`src/design/octs_pkg.sv`:
```
// constants for oscillator trim, calibration and timestamp capture
// Contract
// - fast trim 8 bits, monotonic, resets 0x90
// - writing one to go starts calibration
// - slow 1 MHz source: 128-cycle window
// - 32 kHz source: 32-cycle window instead
// - total loads 15-bit count, held until next
// - go bit self-clears when calibration completes
// - calibration disabled while clock-on bit zero
// - slow trim 10 bits, resets 0x2B2
// - armed capture on next timestamp rising edge
// - arm bit clears itself on capture
// - khz trim 6 bits, 0 fastest, resets 0x12
// - captured count read as two 16-bit halves
// - read-only remaining count to next slot
package octs_pkg;

  // register port
  localparam int ADDR_W = 16;
  localparam int DATA_W = 16;

  // register addresses
  localparam logic [15:0] FAST_OSC_TRIM_ADDR   = 16'h0009;
  localparam logic [15:0] FAST_OSC_CAL_ADDR    = 16'h000A;
  localparam logic [15:0] SLOW_OSC_TRIM_ADDR   = 16'h000B;
  localparam logic [15:0] KHZ_TRIM_CAPT_ADDR   = 16'h000C;
  localparam logic [15:0] CAPT_LOW_ADDR        = 16'h0011;
  localparam logic [15:0] CAPT_HIGH_ADDR       = 16'h0012;
  localparam logic [15:0] SLOT_REMAIN_ADDR     = 16'h0013;

  // field widths and positions
  localparam int FAST_TRIM_W     = 8;
  localparam int SLOW_TRIM_W     = 10;
  localparam int KHZ_TRIM_W      = 6;
  localparam int CAL_TOTAL_W     = 15;
  localparam int CAL_GO_BIT      = 15;
  localparam int CAL_CLK_ON_BIT  = 10;
  localparam int CAPT_ARM_BIT    = 15;
  localparam int STAMP_W         = 32;

  // values after reset
  localparam logic [7:0]  FAST_TRIM_RST  = 8'h90;
  localparam logic [9:0]  SLOW_TRIM_RST  = 10'h2B2;
  localparam logic [5:0]  KHZ_TRIM_RST   = 6'h12;
  localparam logic [14:0] CAL_TOTAL_RST  = 15'h0000;
  localparam logic [15:0] CAPT_RST       = 16'h0000;

  // calibration windows in slow oscillator cycles, and the total saturation limit
  localparam logic [7:0]  WIN_SLOW_MHZ   = 8'h80;
  localparam logic [7:0]  WIN_SLOW_KHZ   = 8'h20;
  localparam logic [14:0] CAL_TOTAL_MAX  = 15'h7FFF;

  typedef enum logic [3:0] {
    CAL_IDLE  = 4'b0001,
    CAL_ALIGN = 4'b0010,
    CAL_COUNT = 4'b0100,
    CAL_DONE  = 4'b1000
  } octs_cal_state_e;

endpackage

```
`src/design/octs_top.sv`:
```
// oscillator trim, fast oscillator calibration and timestamp capture
`timescale 1ns/10ps
module octs_top (
  // clock and reset
  input  wire logic                 core_clk,
  input  wire logic                 rst,
  // register port
  input  wire logic [15:0]          reg_addr,
  input  wire logic [15:0]          reg_wdata,
  input  wire logic                 reg_wr,
  input  wire logic                 reg_rd,
  output logic [15:0]               reg_rdata,
  output logic                      reg_rvalid,
  // oscillator cycle strobes and source select
  input  wire logic                 fast_tick,
  input  wire logic                 slow_tick,
  input  wire logic                 khz_source,
  // timestamp input and count sources
  input  wire logic                 first_general_pin,
  input  wire logic [31:0]          stamp_count,
  input  wire logic [15:0]          slot_remaining,
  // trim and enable outputs to the oscillators, and calibration busy status
  output logic [7:0]                fast_osc_trim_code,
  output logic [9:0]                slow_osc_trim_code,
  output logic [5:0]                khz_osc_trim_code,
  output logic                      calibration_clock_on,
  output logic                      calibration_busy
);

  // stored fields
  logic [7:0]  fast_trim_r;
  logic [9:0]  slow_trim_r;
  logic [5:0]  khz_trim_r;
  logic        clk_on_r;
  logic        go_r;
  logic [14:0] cal_total_r;
  logic        arm_r;
  logic        pin_prev_r;
  logic [15:0] capt_low_r;
  logic [15:0] capt_high_r;
  logic [15:0] remain_r;
  logic [15:0] rdata_r;
  logic        rvalid_r;

  // counter results
  logic        cal_done;
  logic        cal_busy;
  logic [14:0] cal_total;

  // address decode
  wire logic sel_fast  = (reg_addr == octs_pkg::FAST_OSC_TRIM_ADDR);
  wire logic sel_cal   = (reg_addr == octs_pkg::FAST_OSC_CAL_ADDR);
  wire logic sel_slow  = (reg_addr == octs_pkg::SLOW_OSC_TRIM_ADDR);
  wire logic sel_khz   = (reg_addr == octs_pkg::KHZ_TRIM_CAPT_ADDR);
  wire logic sel_low   = (reg_addr == octs_pkg::CAPT_LOW_ADDR);
  wire logic sel_high  = (reg_addr == octs_pkg::CAPT_HIGH_ADDR);
  wire logic sel_rem   = (reg_addr == octs_pkg::SLOT_REMAIN_ADDR);

  wire logic wr_fast   = reg_wr && sel_fast;
  wire logic wr_cal    = reg_wr && sel_cal;
  wire logic wr_slow   = reg_wr && sel_slow;
  wire logic wr_khz    = reg_wr && sel_khz;

  // software sets go and arm only by writing one; zero writes are ignored
  wire logic go_set    = wr_cal && reg_wdata[octs_pkg::CAL_GO_BIT];
  wire logic arm_set   = wr_khz && reg_wdata[octs_pkg::CAPT_ARM_BIT];

  // timestamp edge; pin is already synchronous to core_clk
  wire logic pin_rise  = first_general_pin && !pin_prev_r;
  wire logic capture   = arm_r && pin_rise;

  // read data assembly, unused bits stay zero
  wire logic [15:0] rd_fast = {8'h00, fast_trim_r};
  wire logic [15:0] rd_cal  = {go_r, cal_total_r};
  wire logic [15:0] rd_slow = {5'h00, clk_on_r, slow_trim_r};
  wire logic [15:0] rd_khz  = {arm_r, 9'h000, khz_trim_r};
  wire logic [15:0] rd_mux  =
    sel_fast ? rd_fast :
    sel_cal  ? rd_cal  :
    sel_slow ? rd_slow :
    sel_khz  ? rd_khz  :
    sel_low  ? capt_low_r  :
    sel_high ? capt_high_r :
    sel_rem  ? remain_r    :
    16'h0000;

  octs_cal_counter u_cal (
    .core_clk    (core_clk),
    .rst         (rst),
    .cal_request (go_r),
    .cal_enable  (clk_on_r),
    .khz_source  (khz_source),
    .fast_tick   (fast_tick),
    .slow_tick   (slow_tick),
    .cal_busy    (cal_busy),
    .cal_done    (cal_done),
    .cal_total   (cal_total)
  );

  // trim codes: plain stores, code ordering is the oscillator's own
  always_ff @(posedge core_clk or posedge rst) begin
    if (rst) begin
      fast_trim_r <= octs_pkg::FAST_TRIM_RST;
      slow_trim_r <= octs_pkg::SLOW_TRIM_RST;
      khz_trim_r  <= octs_pkg::KHZ_TRIM_RST;
      clk_on_r    <= 1'b0;
    end else begin
      if (wr_fast) begin
        fast_trim_r <= reg_wdata[7:0];
      end
      if (wr_slow) begin
        slow_trim_r <= reg_wdata[9:0];
        clk_on_r    <= reg_wdata[octs_pkg::CAL_CLK_ON_BIT];
      end
      if (wr_khz) begin
        khz_trim_r <= reg_wdata[5:0];
      end
    end
  end

  // calibration go bit and result; a new go write beats the self-clear
  always_ff @(posedge core_clk or posedge rst) begin
    if (rst) begin
      go_r        <= 1'b0;
      cal_total_r <= octs_pkg::CAL_TOTAL_RST;
    end else begin
      if (go_set) begin
        go_r <= 1'b1;
      end else if (cal_done) begin
        go_r <= 1'b0;
      end
      if (cal_done) begin
        cal_total_r <= cal_total;
      end
    end
  end

  // timestamp arm and capture; arm write in the capture cycle rearms
  always_ff @(posedge core_clk or posedge rst) begin
    if (rst) begin
      arm_r       <= 1'b0;
      pin_prev_r  <= 1'b1;
      capt_low_r  <= octs_pkg::CAPT_RST;
      capt_high_r <= octs_pkg::CAPT_RST;
      remain_r    <= octs_pkg::CAPT_RST;
    end else begin
      pin_prev_r <= first_general_pin;
      if (arm_set) begin
        arm_r <= 1'b1;
      end else if (capture) begin
        arm_r <= 1'b0;
      end
      if (capture) begin
        capt_low_r  <= stamp_count[15:0];
        capt_high_r <= stamp_count[31:16];
        remain_r    <= slot_remaining;
      end
    end
  end

  // registered read answer, one cycle after the strobe
  always_ff @(posedge core_clk or posedge rst) begin
    if (rst) begin
      rdata_r  <= 16'h0000;
      rvalid_r <= 1'b0;
    end else begin
      rvalid_r <= reg_rd;
      if (reg_rd) begin
        rdata_r <= rd_mux;
      end
    end
  end

  assign reg_rdata            = rdata_r;
  assign reg_rvalid           = rvalid_r;
  assign fast_osc_trim_code   = fast_trim_r;
  assign slow_osc_trim_code   = slow_trim_r;
  assign khz_osc_trim_code    = khz_trim_r;
  assign calibration_clock_on = clk_on_r;
  assign calibration_busy     = cal_busy;

endmodule

```
`src/design/octs_cal_counter.sv`:
```
// counts fast oscillator cycles over a window of slow oscillator cycles
`timescale 1ns/10ps
module octs_cal_counter (
  // clock and reset
  input  wire logic                 core_clk,
  input  wire logic                 rst,
  // control
  input  wire logic                 cal_request,
  input  wire logic                 cal_enable,
  input  wire logic                 khz_source,
  // oscillator cycle strobes
  input  wire logic                 fast_tick,
  input  wire logic                 slow_tick,
  // result
  output logic                      cal_busy,
  output logic                      cal_done,
  output logic [14:0]               cal_total
);

  octs_pkg::octs_cal_state_e state_r, state_nxt;
  logic [14:0] total_r;
  logic [7:0]  slow_cnt_r;

  wire logic [7:0] window_len = khz_source ? octs_pkg::WIN_SLOW_KHZ
                                           : octs_pkg::WIN_SLOW_MHZ;
  wire logic       last_slow  = slow_tick &&
                                (slow_cnt_r == window_len - 8'h01);
  wire logic       total_full = (total_r == octs_pkg::CAL_TOTAL_MAX);

  always_comb begin
    state_nxt = state_r;
    case (state_r)
      octs_pkg::CAL_IDLE: begin
        if (cal_request && cal_enable) begin
          state_nxt = octs_pkg::CAL_ALIGN;
        end
      end
      // window opens on a slow edge so it spans whole slow cycles
      octs_pkg::CAL_ALIGN: begin
        if (!cal_enable) begin
          state_nxt = octs_pkg::CAL_IDLE;
        end else if (slow_tick) begin
          state_nxt = octs_pkg::CAL_COUNT;
        end
      end
      octs_pkg::CAL_COUNT: begin
        if (!cal_enable) begin
          state_nxt = octs_pkg::CAL_IDLE;
        end else if (last_slow) begin
          state_nxt = octs_pkg::CAL_DONE;
        end
      end
      octs_pkg::CAL_DONE: begin
        state_nxt = octs_pkg::CAL_IDLE;
      end
      default: begin
        state_nxt = octs_pkg::CAL_IDLE;
      end
    endcase
  end

  always_ff @(posedge core_clk or posedge rst) begin
    if (rst) begin
      state_r    <= octs_pkg::CAL_IDLE;
      total_r    <= octs_pkg::CAL_TOTAL_RST;
      slow_cnt_r <= 8'h00;
    end else begin
      state_r <= state_nxt;
      if (state_r == octs_pkg::CAL_ALIGN) begin
        total_r    <= octs_pkg::CAL_TOTAL_RST;
        slow_cnt_r <= 8'h00;
      end else if (state_r == octs_pkg::CAL_COUNT) begin
        // saturate rather than wrap on an over-fast oscillator
        if (fast_tick && !total_full) begin
          total_r <= total_r + 15'h0001;
        end
        if (slow_tick) begin
          slow_cnt_r <= slow_cnt_r + 8'h01;
        end
      end
    end
  end

  assign cal_busy  = (state_r != octs_pkg::CAL_IDLE);
  assign cal_done  = (state_r == octs_pkg::CAL_DONE);
  assign cal_total = total_r;

endmodule

```
`config.mk`:
```
export PLATFORM = sky130hd
export DESIGN_NAME = octs_top
export DESIGN_NICKNAME = d
export VERILOG_FILES = /design/src/design/octs_pkg.sv /design/src/design/octs_top.sv /design/src/design/octs_cal_counter.sv
export SDC_FILE = /design/constraint.sdc
export NUM_CORES = 1
export LEC_CHECK = 0
export BUFFER_PORTS_ARGS = -buffer_cell sky130_fd_sc_hd__clkbuf_2
export CAP_MARGIN = 20
export CORE_MARGIN = 10
export CORE_UTILIZATION = 49
export DETAILED_ROUTE_END_ITERATION = 8
export GPL_TIMING_DRIVEN = 1
export PLACE_DENSITY = 0.76
export RECOVER_POWER = 100
export SLEW_MARGIN = 20
export SYNTH_ARGS = -nofsm -noshare
export SYNTH_HDL_FRONTEND = slang
export SYNTH_SLANG_ARGS = --single-unit
```
`constraint.sdc`:
```
create_clock -name core_clk -period 3.65 [get_ports core_clk]
set_input_delay 0.1825 -clock core_clk [delete_from_list [all_inputs] [get_ports core_clk]]
set_output_delay 0.1825 -clock core_clk [all_outputs]
set_load 0.05 [all_outputs]
```
==> results of run 1 <==
-- through the flow --
stage                     cells  hold WS [ps]
after global placement      803           299
after detailed placement    803           299
final                       862          4.36
after CTS                   861         0.223
after floorplan             516           187
after global routing        862         0.375
-- cells by family after synthesis --
family,count (synthesis)
flip-flops,135
AO/OA/AOI/OAI,90
AND/OR/NAND/NOR,130
multiplexers,116
adder cells (fa/ha/maj),2
buffers and inverters,29
XOR/XNOR,14
-- cell usage in the layout, fill, tap and decap left out, types with 4 or more instances in the layout --
cell type	count
dfrtp_1	124
mux2_2	100
clkbuf_2	81
clkbuf_1	57
nand2_1	29
o21ai_0	28
dlygate4sd3_1	26
a21oi_1	24
nor2_1	23
clkbuf_16	17
mux2i_1	15
a22oi_1	15
nand3_1	13
nor2b_1	12
xnor2_1	12
dfstp_2	10
nor3_1	9
nor4_1	8
o22ai_1	8
clkbuf_8	7
or2_2	6
inv_1	5
nand4_1	5
buf_4	5
a2bb2oi_1	4
-- layer usage --
| metal | up-vias | share of wire (%) |
|---|---|---|
| li1 | 2212 | - |
| met1 | 2415 | 43 |
| met2 | 159 | 49 |
| met3 | 20 | 6.3 |
| met4 | 0 | 1.4 |
| met5 | - | 0 |
-- timing repair --
| action | in CTS | in global routing |
|---|---|---|
| setup buffers | 0 | 0 |
| endpoints found under the hold margin | 57 | 0 |
| hold buffers | 26 | 0 |
-- sequential cells by signal, indices dropped and copies added, names as in the netlist, 4 cells and up --
name / cells
remain_r: 16
capt_low_r: 16
slow_osc_trim_code: 10
capt_high_r: 16
reg_rdata: 16
u_cal.cal_total: 15
u_cal.slow_cnt_r: 8
fast_osc_trim_code: 8
cal_total_r: 15
u_cal.state_r: 4
khz_osc_trim_code: 6
-- how the worst min path moves through the flow --
stage | start | endpoint | slack, ps | cells past startpoint
2_1_floorplan | first_general_pin | pin_prev_r | 190 | 0
3_3_place_gp | first_general_pin | pin_prev_r | 300 | 1
3_5_place_dp | first_general_pin | pin_prev_r | 300 | 1
4_1_cts | stamp_count[8] | capt_low_r[8] | 0.2 | 2
5_1_grt | stamp_count[9] | capt_low_r[9] | 0.4 | 2
6_report | reg_wdata[10] | calibration_clock_on | 4 | 2
-- cell type report --
| class | count | area (µm²) |
|---|---|---|
| Multi-Input combinational cell | 352 | 2710 |
| Fill cell | 970 | 4730 |
| Clock inverter | 2 | 35.0 |
| Sequential cell | 135 | 3390 |
| Clock buffer | 30 | 544 |
| Inverter | 7 | 27.5 |
| Timing Repair Buffer | 164 | 915 |
| Tap cell | 172 | 215 |
-- where the power goes --
part	switching, mW	internal [mW]
combinational	0.141	0.0955
clock	0.591	1.06
sequential	0.0185	1.51
==> impl_metrics.json, run 1 <==
{
  "status": "complete, but fails checks",
  "violations": "capacitance limit, slew limit",
  "arrival_ps": 2950,
  "crit_start": "reg_rd",
  "design_area_mm2": 0.00784,
  "critPathTopFamily": "buffers and inverters",
  "clk_pin_slew_ps": 50,
  "crit_slowest_cell": "clkbuf_1",
  "die-width_um": 133,
  "cts.sinks": 135,
  "yosys_most_used_dff": "dfrtp_1",
  "fin_crit_ps": 2630,
  "grt_max_degree": 72,
  "drive_above_1_share_pct": 34.5,
  "grt_util_met2_pct": 31.1,
  "power_density_mw_per_mm2": 437,
  "grt_antenna_before_repair": 0,
  "worst_slack_ps": 1020,
  "clock_path_buffers": 2,
  "portBuffers": 126,
  "synth_common_cells": "dfrtp_1 (124), mux2_2 (101), o21ai_0 (28)",
  "synth_cells": 516,
  "synth-xor-area-share_pct": 1.96,
  "numCtsBuffers": 17,
  "antenna_cells": 0,
  "crit_buf_inv": 3,
  "die_h_um": 133,
  "synth_top_area_share_pct": 49.6,
  "critPathMaxStageDelay_ps": 710,
  "synth-simple-area-share_pct": 12.1,
  "r2r_start": "pin_prev_r",
  "use_met1_pct": 22.4,
  "synthArstFlopShare_pct": 100,
  "clk_latency_ps": 420,
  "drt-total-wl_um": 16700,
  "ios": 131,
  "busiest_layer": "met2",
  "post_cts_resized": 0,
  "core_mm2": 0.0126,
  "cts_max_level": 4,
  "r2r_end": "capt_low_r[3]",
  "cts_tree": "built",
  "reg2reg_slack_ps": 1150,
  "ctsRootBufferMaster": "clkbuf_16",
  "syn_to_final_growth_pct": 25.2,
  "synth_area_mm2": 0.00626,
  "dieArea_mm2": 0.0177,
  "synthesis.nets": 606,
  "drt-pass1-iter-count": 5,
  "leakage_nw": 3.70,
  "final_core_util_pct": 62.3,
  "tightest_slew_ps": 1840,
  "critPathMostFrequentCell": "clkbuf_1",
  "grt_use_total_pct": 18.7,
  "start_kind": "input pin",
  "fp-row-count": 41,
  "grt_pass1_vias": 5084,
  "yosys_warnings": 0,
  "clock.fmax_mhz": 381,
  "synth_top_cells_by_area": "dfrtp_1 (50%), mux2_2 (18%), dfstp_2 (4.6%)",
  "critPathMaxFanout": 17,
  "grt_overflow_total": 0,
  "ys_seq_area_share_pct": 54.2,
  "synth_compound_gate_area_share_pct": 8.80,
  "synth_top_family_by_area": "multiplexers",
  "tns_ps": 0,
  "maxSlewHeadroom_pct": -23.0,
  "start_util_pct": 49.8,
  "route.detailed.drc": 0,
  "clock_skew_ps": 5.64,
  "viasPerCell": 5.58,
  "setup_viol": 0,
  "finalCritPeriodShare_pct": 71.9,
  "dpl_cell_area_mm2": 0.00713,
  "synthAdderAreaFrac_pct": 0.400,
  "yosysMostFrequentCell": "dfrtp_1",
  "synth_top_area_cell": "dfrtp_1",
  "hold_viol": 0,
  "place_congestion": 0.873,
  "p_total_mw": 3.42,
  "ys_seq_elements": 135,
  "crit_chain": "clkbuf_1 > clkinv_1 > a31oi_1 > clkbuf_1 > nand2_1 > o21ai_0",
  "slew_viol_final": 71,
  "hold_class": "input pin to flop",
  "avgSynthCellArea_um2": 12.1,
  "drtIter0Drc": 331,
  "synthMuxAreaShare_pct": 20.6,
  "synth_edf_count": 0,
  "via_count": 4806,
  "cap_violations": 2,
  "critPathKind": "input pin to flop",
  "ir_worst_vdd_v": 0.000329,
  "rsz0062_at_grt": "no",
  "wl_per_cell_um": 19.3,
  "cp.depth": 6,
  "yosysUniqueCellTypes": 53,
  "worstSetupEndpointType": "flop",
  "reg2regPathDepth": 3,
  "crit_end": "reg_rdata[14]",
  "dp_hpwl_um": 11900,
  "dp_slack_ps": 1140,
  "use_met3_pct": 5.34,
  "worst_ep_required_time_ps": 3980,
  "ant_nets": 0,
  "grt_pass1_wl_um": 26700,
  "fin_nets": 767
}
Power figures use the tool's default switching activity.
==> run 2: changes to the inputs <==
Settings changed: ABC_AREA set to 1, CORE_UTILIZATION 49 to 50.
Clock period 3.65 ns to 2.2 ns, I/O delays scaled along.
==> impl_metrics.json, run 2 <==
{
  "grt_overflow_total": 0,
  "p_total_mw": 6.16,
  "tightest_slew_ps": 974,
  "cap_violations": 0,
  "cts.sinks": 135,
  "rsz0062_at_grt": "no",
  "cts_max_level": 4,
  "fin_nets": 1107,
  "r2r_end": "u_cal.state_r[2]",
  "critPathMaxFanout": 3,
  "synthesis.nets": 918,
  "crit_start": "u_cal.slow_cnt_r[0]",
  "use_met3_pct": 6.05,
  "cts_tree": "built",
  "drive_above_1_share_pct": 14.7,
  "fin_crit_ps": 1990,
  "clk_pin_slew_ps": 60,
  "via_count": 6183,
  "synth_edf_count": 0,
  "grt_antenna_before_repair": 0,
  "grt_use_total_pct": 20.9,
  "finalCritPeriodShare_pct": 90.5,
  "drt-pass1-iter-count": 5,
  "power_density_mw_per_mm2": 719,
  "grt_pass1_wl_um": 30500,
  "die-width_um": 135,
  "crit_chain": "ha_1 > nand2_1 > inv_2 > nand2_1 > nor2_1 > nand3_1 > o21ai_0 > nand2_1 > a21oi_1 > nand2_1 > nand2_1",
  "fp-row-count": 41,
  "tns_ps": 0,
  "hold_viol": 0,
  "syn_to_final_growth_pct": 30.1,
  "clock_path_buffers": 2,
  "numCtsBuffers": 17,
  "critPathMaxStageDelay_ps": 380,
  "status": "finished, final reports clean",
  "maxSlewHeadroom_pct": 35.1,
  "synth_area_mm2": 0.00658,
  "clock.fmax_mhz": 502,
  "synth_common_cells": "nand2_1 (305), dfrtp_1 (124), inv_1 (68)",
  "grt_pass1_vias": 6109,
  "setup_viol": 0,
  "dp_slack_ps": 312,
  "leakage_nw": 4.29,
  "clk_latency_ps": 430,
  "dp_hpwl_um": 12300,
  "critPathKind": "flop to flop",
  "start_util_pct": 51.5,
  "place_congestion": 0.861,
  "core_mm2": 0.0128,
  "synth_top_area_cell": "dfrtp_1",
  "worst_slack_ps": 209,
  "final_common_cell": "nand2_1",
  "ant_nets": 0,
  "grt_util_met2_pct": 33.9,
  "yosysMostFrequentCell": "nand2_1",
  "use_met1_pct": 25.8,
  "busiest_layer": "met2",
  "avgSynthCellArea_um2": 7.95,
  "portBuffers": 126,
  "yosys_most_used_dff": "dfrtp_1",
  "ys_seq_elements": 135,
  "grt_max_degree": 136,
  "final_cell_mix": "nand2_1 (307), dfrtp_1 (124), clkbuf_2 (80)",
  "die_h_um": 135,
  "ctsRootBufferMaster": "clkbuf_16",
  "crit_slowest_cell": "dfrtp_1",
  "yosysUniqueCellTypes": 43,
  "cts_setup_buffers": 0,
  "drtIter0Drc": 560,
  "reg2regPathDepth": 11,
  "dieArea_mm2": 0.0182,
  "start_kind": "flop",
  "synth_top_cells_by_area": "dfrtp_1 (47%), nand2_1 (17%), nand3_1 (4.6%)",
  "route.detailed.drc": 0,
  "worstSetupEndpointType": "flop",
  "slew_viol_final": 0,
  "synthArstFlopShare_pct": 100,
  "hold_class": "input pin to flop",
  "clock_skew_ps": 8.37,
  "yosys_warnings": 0,
  "ir_worst_vdd_v": 0.000717,
  "r2r_start": "u_cal.slow_cnt_r[0]",
  "ios": 131,
  "drt-total-wl_um": 18500,
  "worst_ep_required_time_ps": 2550,
  "synth_cells": 828,
  "synth_top_area_share_pct": 47.1,
  "wl_per_cell_um": 15.4,
  "viasPerCell": 5.14,
  "critPathMostFrequentCell": "nand2_1",
  "min_from": "reg_wr",
  "arrival_ps": 2340,
  "min_to": "go_r",
  "ys_seq_area_share_pct": 51.5,
  "hold_depth": 3,
  "reg2reg_slack_ps": 210
}
-- run 2: final cells by class --
| cell class | instances | area (µm²) |
|---|---|---|
| Clock buffer | 26 | 509 |
| Tap cell | 172 | 215 |
| Antenna cell | 1 | 2.50 |
| Inverter | 76 | 289 |
| Fill cell | 1047 | 4210 |
| Multi-Input combinational cell | 584 | 2720 |
| Sequential cell | 135 | 3390 |
| Clock inverter | 6 | 136 |
| Timing Repair Buffer | 203 | 1310 |
-- run 2: per-layer routing --
metal | vias up | wire [µm]
met4 | 0 | 512
met3 | 41 | 1390
met5 | - | 0
met2 | 247 | 8840
met1 | 2863 | 7800
li1 | 3032 | -
-- run 2: through the flow --
stage	area [µm²]	util, %	instances	hold slack [ps]
after floorplan	6590	-	828	114
after global placement	7400	57.9	1106	239
after detailed placement	7400	57.9	1106	240
after CTS	8680	68.0	1202	22.4
after global routing	8560	67.0	1202	27.8
final	8570	67.1	1203	18.5
-- run 2: cells by family (layout without fill, tap and decap cells) --
kind of cell    Yosys count  after routing  synth area share, %
compound gates           94             94                 7.70
buf+inv                 109            311                 6.75
simple gates            477            477                 32.1
other cells               0              1                    0
fa+ha+maj                 2              2                0.380
xor+xnor                  8              8                 1.06
mux                       3              3                0.513
flops                   135            135                 51.5
-- run 2: repair_timing --
item | in CTS | in global routing
hold buffers | 64 | 0
endpoints found under the hold margin | 200 | 0
resized for setup | 0 | 0
-- run 2: how the worst max path moves through the flow --
stage	end	slack [ps]	depth (start not counted)
after floorplan	arm_r	420	1
after global placement	reg_rdata[0]	360	10
after detailed placement	u_cal.cal_total[10]	310	10
after CTS	u_cal.cal_total[6]	300	9
after global routing	u_cal.cal_total[5]	40	9
final	u_cal.state_r[2]	210	11
-- run 2: critical path: cells and delay by family (launching register included) --
| family | cells | cell delay (ps) |
|---|---|---|
| flip-flops | 1 | 380 |
| adder cells (fa/ha/maj) | 1 | 190 |
| AO/OA/AOI/OAI | 2 | 530 |
| buffers and inverters | 1 | 70 |
| AND/OR/NAND/NOR | 7 | 770 |
-- run 2: report_power, final --
group	leakage (nW)	total (mW)	switching (mW)	internal (mW)
combinational	2.18	0.516	0.319	0.197
clock	0.311	3.09	1.03	2.05
sequential	1.79	2.56	0.0268	2.54
total	4.29	6.16	1.38	4.78
==> run 3: changes to the inputs <==
Settings changed: CORE_ASPECT_RATIO set to 0.6.
==> impl_metrics.json, run 3 (same netlist as run 2, synthesis figures left out) <==
{
  "status": "finished, final reports clean",
  "drtIter0Drc": 649,
  "worst_ep_required_time_ps": 2520,
  "slew_viol_final": 0,
  "worstSetupEndpointType": "flop",
  "critPathKind": "flop to flop",
  "fin_nets": 1104,
  "final_common_cell": "nand2_1",
  "cts_max_level": 4,
  "core_mm2": 0.0129,
  "reg2reg_slack_ps": 250,
  "dp_hpwl_um": 13000,
  "clock_path_buffers": 2,
  "ant_nets": 0,
  "tns_ps": 0,
  "critPathTopFamily": "simple AND/OR/NAND/NOR gates",
  "syn_to_final_growth_pct": 30.0,
  "power_density_mw_per_mm2": 718,
  "drt-total-wl_um": 19000,
  "cts_tree": "built",
  "grt_pass1_wl_um": 31300,
  "dp_cells": 1103,
  "critPathMostFrequentCell": "nand2_1",
  "die_h_um": 109,
  "grt_use_total_pct": 21.1,
  "cap_violations": 0,
  "drt-pass1-iter-count": 5,
  "worst_slack_ps": 251,
  "clock.fmax_mhz": 513,
  "die-width_um": 168,
  "viasPerCell": 5.15,
  "tightest_slew_ps": 997,
  "arrival_ps": 2270,
  "post_cts_resized": 0,
  "design_area_mm2": 0.00856,
  "portBuffers": 126,
  "critPathMaxFanout": 9,
  "crit_buf_inv": 1,
  "maxSlewHeadroom_pct": 33.6,
  "grt_overflow_total": 0,
  "fp-row-count": 32,
  "grt_max_degree": 136,
  "dieArea_mm2": 0.0183,
  "crit_chain": "ha_1 > nand2_1 > nor3_2 > nand3_1 > nand2_1 > nand2_1 > inv_1 > nand2_1 > o31ai_1",
  "grt_pass1_vias": 6196,
  "start_util_pct": 51.2,
  "hold_class": "input pin to flop",
  "hold_viol": 0,
  "critPathMaxStageDelay_ps": 450,
  "ios": 131,
  "cts_setup_buffers": 0,
  "rsz0062_at_grt": "no",
  "fin_crit_ps": 1950,
  "grt_antenna_before_repair": 1,
  "clk_latency_ps": 420,
  "leakage_nw": 4.30,
  "stdcell_count": 1198,
  "cts.sinks": 135,
  "ctsRootBufferMaster": "clkbuf_16",
  "final_cell_mix": "nand2_1 (307), dfrtp_1 (124), clkbuf_2 (84)",
  "setup_viol": 0,
  "dpl_cell_area_mm2": 0.00741,
  "dp_slack_ps": 275,
  "via_count": 6165,
  "route.detailed.drc": 0,
  "drive_above_1_share_pct": 15.5,
  "start_kind": "flop",
  "finalCritPeriodShare_pct": 88.6,
  "clock_skew_ps": 6.39,
  "crit_slowest_cell": "dfrtp_1",
  "ir_worst_vdd_v": 0.000472,
  "clk_pin_slew_ps": 60,
  "numCtsBuffers": 17,
  "place_congestion": 0.888,
  "wl_per_cell_um": 15.8,
  "final_core_util_pct": 66.6
}
run 3: power breakdown:
part           leakage, nW  internal [mW]  switching [mW]
sequential            1.79           2.53          0.0371
clock                0.305           1.95            1.10
combinational         2.20          0.198           0.329
run 3: path summary, 6_finish.rpt:
| path | cells past startpoint | start | to |
|---|---|---|---|
| worst max-delay path | 9 | u_cal.cal_total[0] | u_cal.cal_total[11] |
| worst min-delay path | 3 | reg_wdata[0] | slow_osc_trim_code[0] |
| worst max register to register | 9 | u_cal.cal_total[0] | u_cal.cal_total[11] |
| worst min register to register | 2 | capt_low_r[15] | capt_low_r[15] |
| max in group asynchronous | 4 | rst | slow_osc_trim_code[6] |
| min in group asynchronous | 4 | rst | capt_low_r[3] |
run 3: metal layers:
layer	track usage [%]	share of wire, %
met4	6.31	1.3
met5	0	0
met1	29.1	47
met3	5.53	8.3
met2	32.3	44
run 3: cell type report:
class / count / area [µm²]
Inverter: 76 / 289
Antenna cell: 1 / 2.50
Tap cell: 170 / 213
Fill cell: 1048 / 4290
Clock inverter: 13 / 176
Clock buffer: 19 / 453
Multi-Input combinational cell: 584 / 2740
Timing Repair Buffer: 200 / 1290
Sequential cell: 135 / 3390
run 3: worst reg2reg max path, cell delays in order (launching register included):
cell and delay (ps):
dfrtp_1 450, ha_1 220, nand2_1 110, nor3_2 340, nand3_1 110, nand2_1 100, nand2_1 180, inv_1 190
nand2_1 80, o31ai_1 70
run 3: repair_timing:
action                                  CTS  global route
hold buffers                             62             0
endpoints found under the setup margin    0             0
endpoints found under the hold margin   195             0
run 3: stage by stage:
step | power, mW | hold WS (ps)
2_1_floorplan | 2.87 | 114
3_3_place_gp | 3.04 | 237
3_5_place_dp | 3.06 | 241
4_1_cts | 6.17 | 5.98
5_1_grt | 6.35 | 18.1
6_report | 6.14 | 6.81
